File: src/adc_stats_map.vh
// register map and constants for the adc result statistics block
`ifndef ADC_STATS_MAP_VH
`define ADC_STATS_MAP_VH
// ***********************************
// register indices (byte address = 4 x index)
// ***********************************
`define REG_CONV_CTRL      8'h50
`define REG_CONV_CFG       8'h51
`define REG_MEAN_RESULT    8'h53
`define REG_LOWEST_RESULT  8'h54
`define REG_HIGHEST_RESULT 8'h55
// ***********************************
// fields and reset values
// ***********************************
`define GO_BIT             0
`define SIZE_LSB           3
`define SIZE_MSB           5
`define CFG_RESET          8'h00
`define RESULT_RESET       8'h00
`define UNMAPPED_READ      32'h0000_0000
`endif

File: src/adc_stats_accum.v
// running sum, lowest and highest tracker for one sample burst
`timescale 1ns/10ps
module adc_stats_accum #(
  parameter DATA_W = 8,
  parameter SUM_W  = 15
) (
  // clock and reset
  input  wire              clk_sys,
  input  wire              rst_n,
  // control
  input  wire              clear,
  input  wire              sample_valid,
  input  wire [DATA_W-1:0] sample_data,
  // running results
  output reg  [SUM_W-1:0]  sum,
  output reg  [DATA_W-1:0] lowest_value,
  output reg  [DATA_W-1:0] highest_value
);

  // clear wins; otherwise fold in each sample
  always @(posedge clk_sys or negedge rst_n) begin
    if (!rst_n) begin
      sum           <= {SUM_W{1'b0}};
      lowest_value  <= {DATA_W{1'b1}};
      highest_value <= {DATA_W{1'b0}};
    end else if (clear) begin
      sum           <= {SUM_W{1'b0}};
      lowest_value  <= {DATA_W{1'b1}};
      highest_value <= {DATA_W{1'b0}};
    end else if (sample_valid) begin
      sum <= sum + {{(SUM_W-DATA_W){1'b0}}, sample_data};
      if (sample_data < lowest_value)
        lowest_value <= sample_data;
      if (sample_data > highest_value)
        highest_value <= sample_data;
    end
  end

endmodule // adc_stats_accum

File: src/adc_result_statistics.v
// adc burst control and result statistics with avalon-mm register slave
//
// The implementer's own choice: the Avalon-MM interface to the registers.
`timescale 1ns/10ps
`include "adc_stats_map.vh"
module adc_result_statistics #(
  parameter DATA_W = 8
) (
  // clock and reset
  input  wire              clk_sys,
  input  wire              rst_n,
  // avalon-mm slave
  input  wire [9:0]        avs_address,
  input  wire              avs_read,
  input  wire              avs_write,
  input  wire [31:0]       avs_writedata,
  input  wire [3:0]        avs_byteenable,
  output reg  [31:0]       avs_readdata,
  output wire              avs_waitrequest,
  // converter side
  output reg               sample_request,
  input  wire              sample_valid,
  input  wire [DATA_W-1:0] sample_data,
  output wire              conversion_busy
);

  // ***********************************
  // widths and sequencer states
  // ***********************************
  // the sum must hold 128 full-scale samples without wrapping
  localparam SUM_W   = DATA_W + 7;
  // one-hot states: idle waits for go, run collects, done publishes
  localparam S_IDLE  = 3'b001;
  localparam S_RUN   = 3'b010;
  localparam S_DONE  = 3'b100;

  // ***********************************
  // registers and state
  // ***********************************
  // software-visible fields
  reg               conversion_go;
  reg  [2:0]        burst_size_exponent;
  reg  [DATA_W-1:0] mean_value;
  reg  [DATA_W-1:0] lowest_result;
  reg  [DATA_W-1:0] highest_result;

  // sequencer and bus handshake
  reg  [2:0]        state;
  reg  [7:0]        sample_count;
  reg               access_done;
  wire              last_sample;

  // accumulator outputs and the scaled sum
  wire [SUM_W-1:0]  sum;
  wire [SUM_W-1:0]  sum_scaled;
  wire [DATA_W-1:0] lowest_value;
  wire [DATA_W-1:0] highest_value;

  // access decode
  wire [7:0]        reg_index;
  wire              wr_go;
  wire              wr_cfg;
  wire              rd_start;

  // byte address to register index
  // the bus carries byte addresses; registers sit on word boundaries
  function [7:0] word_index;
    input [9:0] addr;
    begin
      word_index = addr[9:2];
    end
  endfunction

  assign reg_index = word_index(avs_address);

  // index of the final sample in a burst of 2^size_code samples
  function [7:0] burst_last;
    input [2:0] size_code;
    begin
      burst_last = (8'h01 << size_code) - 8'h01;
    end
  endfunction

  // ***********************************
  // bus handshake: one wait cycle per access
  // ***********************************
  // every access takes two cycles: the first raises waitrequest and
  // fetches read data, the second drops it and lets a write land; since
  // access_done falls on the completing edge, a request that follows
  // at once gets its own wait cycle again
  assign avs_waitrequest = (avs_read | avs_write) & ~access_done;

  // marks the completing cycle of each access
  always @(posedge clk_sys or negedge rst_n) begin
    if (!rst_n)
      access_done <= 1'b0;
    else
      access_done <= (avs_read | avs_write) & ~access_done;
  end

  // ***********************************
  // access decode
  // ***********************************
  // writes land only on the completing cycle, so a held request acts once;
  // byte lane 0 must be enabled, as every field sits in the low byte
  assign wr_go = avs_write & access_done & avs_byteenable[0]
                 & (reg_index == `REG_CONV_CTRL) & avs_writedata[`GO_BIT];

  // configuration write strobe
  assign wr_cfg = avs_write & access_done & avs_byteenable[0]
                  & (reg_index == `REG_CONV_CFG);

  // read data is fetched on the first cycle so it stands when the wait drops
  assign rd_start = avs_read & ~access_done;

  // configuration register write; the result registers have no write path
  always @(posedge clk_sys or negedge rst_n) begin
    if (!rst_n)
      burst_size_exponent <= 3'b000;
    else if (wr_cfg)
      burst_size_exponent <= avs_writedata[`SIZE_MSB:`SIZE_LSB];
  end

  // read data captured on the first cycle, standing at the completing edge
  always @(posedge clk_sys or negedge rst_n) begin
    if (!rst_n) begin
      avs_readdata <= `UNMAPPED_READ;
    end else if (rd_start) begin
      // only the low byte carries data; upper bits read zero
      case (reg_index)
        `REG_CONV_CTRL:      avs_readdata <= {31'h0000_0000, conversion_go};
        `REG_CONV_CFG:       avs_readdata <= {26'h000_0000, burst_size_exponent, 3'b000};
        `REG_MEAN_RESULT:    avs_readdata <= {24'h00_0000, mean_value};
        `REG_LOWEST_RESULT:  avs_readdata <= {24'h00_0000, lowest_result};
        `REG_HIGHEST_RESULT: avs_readdata <= {24'h00_0000, highest_result};
        default:             avs_readdata <= `UNMAPPED_READ;
      endcase
    end
  end

  // ***********************************
  // burst sequencer
  // ***********************************
  // busy only while samples are still being collected
  assign conversion_busy = state[1];

  // final sample of the selected burst length
  assign last_sample = sample_valid
                       & (sample_count == burst_last(burst_size_exponent));

  // the burst length is a power of two, so a right shift gives the floor of the mean
  assign sum_scaled = sum >> burst_size_exponent;

  // start on go, count 2^N samples, publish, clear go
  // a go write while collecting or publishing is dropped; go still reads one
  // the size setting should be left alone while busy: it sets the length
  // and the divisor, and both are read again at the end of the burst
  always @(posedge clk_sys or negedge rst_n) begin
    if (!rst_n) begin
      state          <= S_IDLE;
      conversion_go  <= 1'b0;
      sample_count   <= 8'h00;
      sample_request <= 1'b0;
      mean_value     <= `RESULT_RESET;
      lowest_result  <= `RESULT_RESET;
      highest_result <= `RESULT_RESET;
    end else begin
      case (state)
        // idle: wait for software to write go
        S_IDLE: begin
          sample_request <= 1'b0;
          if (wr_go) begin
            conversion_go  <= 1'b1;
            sample_count   <= 8'h00;
            sample_request <= 1'b1;
            state          <= S_RUN;
          end
        end
        // run: request samples until the burst is full
        S_RUN: begin
          // each accepted sample advances the count
          if (sample_valid) begin
            if (last_sample) begin
              sample_request <= 1'b0;
              state          <= S_DONE;
            end
            sample_count <= sample_count + 8'h01;
          end
        end
        // done: publish the results and release go
        S_DONE: begin
          // the last sample is already folded into the sum by now
          mean_value     <= sum_scaled[DATA_W-1:0];
          lowest_result  <= lowest_value;
          highest_result <= highest_value;
          conversion_go  <= 1'b0;
          state          <= S_IDLE;
        end
        // an illegal code falls back to idle
        default: state <= S_IDLE;
      endcase
    end
  end

  // ***********************************
  // accumulator
  // ***********************************
  // the trackers restart on an accepted go, so each burst reports only its
  // own samples; strobes outside a burst are masked by the run state
  adc_stats_accum #(
    .DATA_W (DATA_W),
    .SUM_W  (SUM_W)
  ) u_accum (
    .clk_sys       (clk_sys),
    .rst_n         (rst_n),
    .clear         (wr_go & state[0]),
    .sample_valid  (sample_valid & state[1]),
    .sample_data   (sample_data),
    .sum           (sum),
    .lowest_value  (lowest_value),
    .highest_value (highest_value)
  );

endmodule // adc_result_statistics

File: config.mk
export PLATFORM = sky130hd
export DESIGN_NAME = adc_result_statistics
export DESIGN_NICKNAME = d
export VERILOG_FILES = /design/src/adc_stats_accum.v /design/src/adc_result_statistics.v
export VERILOG_INCLUDE_DIRS = /design/src
export SDC_FILE = /design/constraint.sdc
export NUM_CORES = 1
export LEC_CHECK = 0
export BUFFER_PORTS_ARGS = -buffer_cell sky130_fd_sc_hd__clkbuf_2
export CAP_MARGIN = 20
export CORE_MARGIN = 5
export CORE_UTILIZATION = 56
export DETAILED_ROUTE_END_ITERATION = 10
export GPL_ROUTABILITY_DRIVEN = 0
export PLACE_DENSITY = 0.8
export SYNTH_ARGS = -nofsm -noshare
export SYNTH_HDL_FRONTEND = slang
export SYNTH_SLANG_ARGS = --single-unit
File: constraint.sdc
create_clock -name clk_sys -period 2.9 [get_ports clk_sys]
set_input_delay 0.29 -clock clk_sys [delete_from_list [all_inputs] [get_ports clk_sys]]
set_output_delay 0.29 -clock clk_sys [all_outputs]
set_load 0.02 [all_outputs]
==> results.cfg, run 1 <==
[route]
dr_total_vias = 3942
drtIter0Drc = 255
antenna_violating_nets_post_route = 0
via_per_inst = 6.06
post_drt_wl_per_cell_um = 17.3
routed_wl_um = 11300
drc = 0
dr.pass1.iters = 5

[timing]
worstMarginPinSlew_ns = 0.936
setup_viol = 0
slew_headroom_pct = 37.6
fin_tns_setup_ns = 0
rsz0062_at_grt = no
timing.fmax_mhz = 420
period_needed_ns = 2.38
slew_viol_final = 0
clock_skew_ns = 0.0110
setup_slack_ns = 0.518
fin_crit_sh_pct = 82.2
final_hold_viol_count = 0

[global_routing]
antenna_found_initial = 0
grtUsageTotal_pct = 21.5
grt-ovfl-total = 0
grt_pass1_wl_um = 19400
grt_max_degree = 81
grt_pass1_vias = 3933

[run]
drv_cap = 0

[clock_network]
cts_buffer_depth = 2
insertion_delay_ns = 0.36
cts_made_buffers = 9
clk_pin_slew_ns = 0.09
cts_setup_buffers = 0
cts_resized = 0
postCtsHoldBufs = 0
root_buffer = clkbuf_8
htree_levels = 3
cts_tree = built
cts_sinks = 80

[worst_setup_path]
path_class = flop to flop
worstPathMaxFanout = 18
end_kind = flop
cpPeakStageDelay_ns = 0.42
required_ns = 3.19
cp-start-kind = flop
crit_path_cell_trace = buf_4 -> nor2_1 -> nand2_1 -> ha_1 -> nor2b_2 -> a2bb2oi_1 -> nor4b_1 -> a311oi_1 -> and4bb_1 -> o22ai_2
rr_worst_depth = 10
cpMaxStageDelayCell = a311oi_1
arrival_ns = 2.67

[final_layout]
mostFrequentLayoutCells = dfrtp_1 (71), a21oi_1 (36), nor2_1 (35), nand2_1 (35), clkbuf_2 (35)
final_common_cell = dfrtp_1
nNetsFinal = 623
syn_to_final_growth_pct = 7.93
drive_gt1_share_pct = 21.9
n_antenna_cell = 0

[placement]
dpl_worst_slack_ns = 0.576
dpl.hpwl_um = 8180
port_buffers = 36

[synth]
synth_ff_type = dfrtp_1
synth_top_area_share_pct = 34.8
synth_async_sr_flop_share_pct = 100
yosys_warnings = 0
post_synth.cell_area_avg_um2 = 10.1
synth_edf_count = 0
synth_area_leaders = dfrtp_1 (35%), ha_1 (6.1%), dfstp_2 (4.6%), mux2_2 (4.2%), buf_4 (3.7%)
synth_seq_cells = 80
yosysTopAreaCell = dfrtp_1
synthesis.area_mm2 = 0.00510
synthCells = 506
yosysSeqAreaShare_pct = 39.5
netlist-cell-type-count = 68

[floorplan]
coreArea_mm2 = 0.00881
num_rows = 34
fp.dieH_um = 105
start_util_pct = 57.9
io_pins = 94
die_area_mm2 = 0.0111
die_x_um = 105

[hold_path]
hold_path_depth = 2
holdCritPathClass = input port to flop

[pwr]
ir_drop_v = 0.000252
p_leak_nw = 2.49
power_density_mw_per_mm2 = 426

[status]
status = completed
-- worst max-delay path: cells and delay by family, from the launching register on --
kind / cells / cell delay [ns]
AOI/OAI and AO/OA: 3 / 0.65
DFF: 1 / 0.38
adders and majority gates: 1 / 0.27
buffers and inverters: 1 / 0.21
and+or+nand+nor: 5 / 0.79
-- final timing paths --
kind	startpoint	endpoint	slack, ns
max reg2reg	burst_size_exponent[1]	sample_request	0.52
min	avs_writedata[4]	burst_size_exponent[1]	0.17
max	burst_size_exponent[1]	sample_request	0.52
min in group asynchronous	rst_n	u_accum.sum[1]	0.30
max in group asynchronous	rst_n	state[0]	2.00
min reg2reg	avs_readdata[3]	avs_readdata[3]	0.49
-- logic make-up after synthesis --
group                      synth area share [%]
adders and majority gates                  6.53
muxes                                      11.3
DFF                                        39.5
other                                    0.0735
and+or+nand+nor                            14.8
xor gates and xnor gates                   2.23
AOI/OAI and AO/OA                          17.6
buffers and inverters                      7.98
-- area by class of cell --
cell class,instances,area (um^2)
well taps,108,135
clock inverters,7,85.1
inverters,27,101
fillers,724,3300
flip-flops and latches,80,2010
multi-input cells,375,2770
clock buffers,9,124
repair buffers,45,273
-- state kept, by name (all words and copies together) (netlist names) --
register / cells
u_accum.sum: 15
avs_readdata: 8
highest_result: 8
lowest_result: 8
mean_value: 8
sample_count: 8
u_accum.highest_value: 8
u_accum.lowest_value: 8
burst_size_exponent: 3
state: 3
access_done: 1
conversion_go: 1
sample_request: 1
-- metal layers --
metal  global-route usage (%)  vias up  routed length (um)
met5                        0        -                   0
met4                     6.28        0                 192
met3                     5.26       19                 668
met2                     36.7      139                5610
met1                     27.1     1934                4800
li1                         -     1850                   -
-- through the flow --
step	power [W]	utilization, %	std cells	hold slack, ns	instance area [um^2]
2_1_floorplan	0.00142	-	529	-0.00559	5180
3_3_place_gp	0.00147	59.7	633	0.466	5260
3_5_place_dp	0.00149	59.7	633	0.472	5260
4_1_cts	0.00236	62.1	649	0.122	5470
5_1_grt	0.00245	62.5	651	0.152	5500
6_report	0.00235	62.5	651	0.166	5500
-- report_power, final --
group	leakage, nW	total (W)	internal [W]	switching, W
registers	1.06	0.00116	0.00114	0.0000216
clock network	0.107	0.000868	0.000417	0.000451
logic	1.32	0.000315	0.000113	0.000202
-- synth_stat cells (all sizes together), types with 2 or more instances --
cell type   n
and4bb      2
a21oi      39
o21ai      31
dfstp       9
nor2b       8
mux2i      18
o31ai       2
and3        2
o21a        4
nor4b       2
o22ai       3
nor2       35
nor4        3
nand2b      3
inv        26
xnor2       7
a22oi       7
buf        40
xor2        6
o211ai     20
dfrtp      71
nand2      36
mux2       19
a31oi       3
nor3        5
ha         25
nand4       8
a22o        5
a2bb2oi     2
mux4        8
nor3b       2
and2        2
nand3      13
or3         8
a21o        8
clkbuf      7
Note: power is estimated with default switching activity, not from simulation.
==> run 2: changes to the inputs <==
Settings changed: ABC_AREA from default to 1, CORE_UTILIZATION 56 to 51, PLACE_DENSITY 0.8 to 0.77.
Clock period 2.9 ns to 2.1 ns, I/O delays scaled along.
==> results.cfg, run 2 <==
[final_layout]
nNetsFinal = 836
multiInputGateArea_mm2 = 0.00264
largest_reg_flops = 15
fillers = 901
mostFrequentLayoutCells = nand2_1 (205), inv_1 (84), dfrtp_1 (71)
drive_gt1_share_pct = 13.1
final_common_cell = nand2_1
syn_to_final_growth_pct = 10.5
n_antenna_cell = 0
top_register = u_accum.sum
seq_area_mm2 = 0.00201

[clock_network]
insertion_delay_ns = 0.36
cts_buffer_depth = 2
cts_sinks = 80
htree_levels = 3
cts_tree = built
clk_pin_slew_ns = 0.08
cts_made_buffers = 9
root_buffer = clkbuf_8

[synth]
synth_top_area_share_pct = 34.6
yosysTopAreaCell = dfrtp_1
synth_edf_count = 0
synth_ff_type = dfrtp_1
synth_async_sr_flop_share_pct = 100
yosysMostFrequentCell = nand2_1
netlist-cell-type-count = 43
synthCells = 702
synth_seq_cells = 80
synthesis.area_mm2 = 0.00514
synth_common_cells = nand2_1 (205), inv_1 (84), dfrtp_1 (71)
yosysSeqAreaShare_pct = 39.2
synth_area_leaders = dfrtp_1 (35%), nand2_1 (15%), o21ai_0 (6.3%), inv_1 (6.1%), ha_1 (6.1%)
post_synth.cell_area_avg_um2 = 7.32
yosys_warnings = 0

[timing]
setup_viol = 0
period_needed_ns = 1.98
fin_crit_sh_pct = 94.2
slew_headroom_pct = 63.5
timing.fmax_mhz = 506
final_hold_viol_count = 0
setup_slack_ns = 0.123
slew_viol_final = 0
clock_skew_ns = 0.00937
worstMarginPinSlew_ns = 0.545
rsz0062_at_grt = no
fin_tns_setup_ns = 0

[global_routing]
antenna_found_initial = 0
grt_max_degree = 41
grtUsageTotal_pct = 21.3
grt-ovfl-total = 0
grt_pass1_wl_um = 20300
grt_pass1_vias = 4363

[pwr]
p_leak_nw = 2.95
power_density_mw_per_mm2 = 537
ir_drop_v = 0.000350

[floorplan]
die_x_um = 110
num_rows = 36
fp.dieH_um = 110
start_util_pct = 52.3
io_pins = 94
die_area_mm2 = 0.0122
coreArea_mm2 = 0.00982

[placement]
dpl_worst_slack_ns = 0.126
port_buffers = 36
dpl.hpwl_um = 9430

[worst_setup_path]
r2r-end = u_accum.highest_value[4]
cp-start-kind = flop
path_class = flop to flop
end_kind = flop
reg2reg_setup_slack_ns = 0.12
rr_worst_depth = 9
worstPathMaxFanout = 9
required_ns = 2.40
setup.worst_path.end = u_accum.highest_value[4]
reg2reg_from = u_accum.highest_value[5]
arrival_ns = 2.28
crit_path_start = u_accum.highest_value[5]

[route]
drc = 0
drtIter0Drc = 281
antenna_violating_nets_post_route = 0
dr.pass1.iters = 5
routed_wl_um = 12300
post_drt_wl_per_cell_um = 13.8
via_per_inst = 5.37
dr_total_vias = 4776

[hold_path]
holdCritPathClass = input port to flop

[status]
status = completed

[run]
drv_cap = 0
[run 2: what timing repair did]
item,in CTS,in global routing
hold endpoints to repair,37,0
buffers inserted,0,2
endpoints found under the setup margin,0,8
hold buffers,1,0
gates resized for setup,0,4
[run 2: how the worst min path moves through the flow]
stage	endpoint	cells after the start	slack [ns]	startpoint
6_report	burst_size_exponent[2]	3	0.09	avs_writedata[5]
5_1_grt	burst_size_exponent[2]	3	0.1	avs_writedata[5]
4_1_cts	burst_size_exponent[2]	3	0.09	avs_writedata[5]
3_5_place_dp	avs_readdata[5]	1	0.23	rst_n
3_3_place_gp	avs_readdata[7]	1	0.23	rst_n
2_1_floorplan	access_done	0	-0.09	rst_n
[run 2: routing by layer]
layer / up-vias / global-route usage (%) / part of all wire (%)
li1: 2347 / - / -
met1: 2225 / 28.9 / 44
met2: 174 / 33.6 / 46
met3: 30 / 3.73 / 6.9
met4: 0 / 9.41 / 3.4
met5: - / 0 / 0
[run 2: kinds of logic after synthesis]
| family | after synthesis | share of synthesized area, % |
|---|---|---|
| AOI/OAI and AO/OA | 120 | 12.9 |
| buffers and inverters | 127 | 11.4 |
| DFF | 80 | 39.2 |
| xor gates and xnor gates | 11 | 1.87 |
| adders and majority gates | 26 | 6.48 |
| other | 1 | 0.0730 |
| and+or+nand+nor | 337 | 28.1 |
[run 2: through the flow]
step	power [W]	hold slack, ns	instance area [um^2]	util, %	cells
after floorplan	0.00181	-0.0856	5230	-	725
after global placement	0.00188	0.230	5440	55.4	870
after detailed placement	0.00189	0.235	5440	55.4	870
after CTS	0.00306	0.0931	5650	57.6	887
after global routing	0.00318	0.0975	5680	57.8	889
final	0.00305	0.0926	5680	57.8	889
[run 2: power by group]
part	switching, W	internal [W]
Combinational	0.000218	0.0000949
Clock	0.000586	0.000590
Sequential	0.00000791	0.00155
[run 2: layout make-up]
class,instances,area share (%)
well taps,133,2.93
inverters,90,5.95
multi-input cells,518,46.4
flip-flops and latches,80,35.5
repair buffers,52,5.60
clock buffers,11,2.49
clock inverters,5,1.12
[run 2: critical path, stage by stage (launching register included)]
cell      delay, ns
dfrtp_1        0.38
inv_1          0.09
ha_1           0.25
a21oi_1        0.15
nor2_1         0.05
a211oi_1       0.33
o21ai_2        0.21
nand2_1        0.26
nand3_1        0.10
nand2_1        0.08
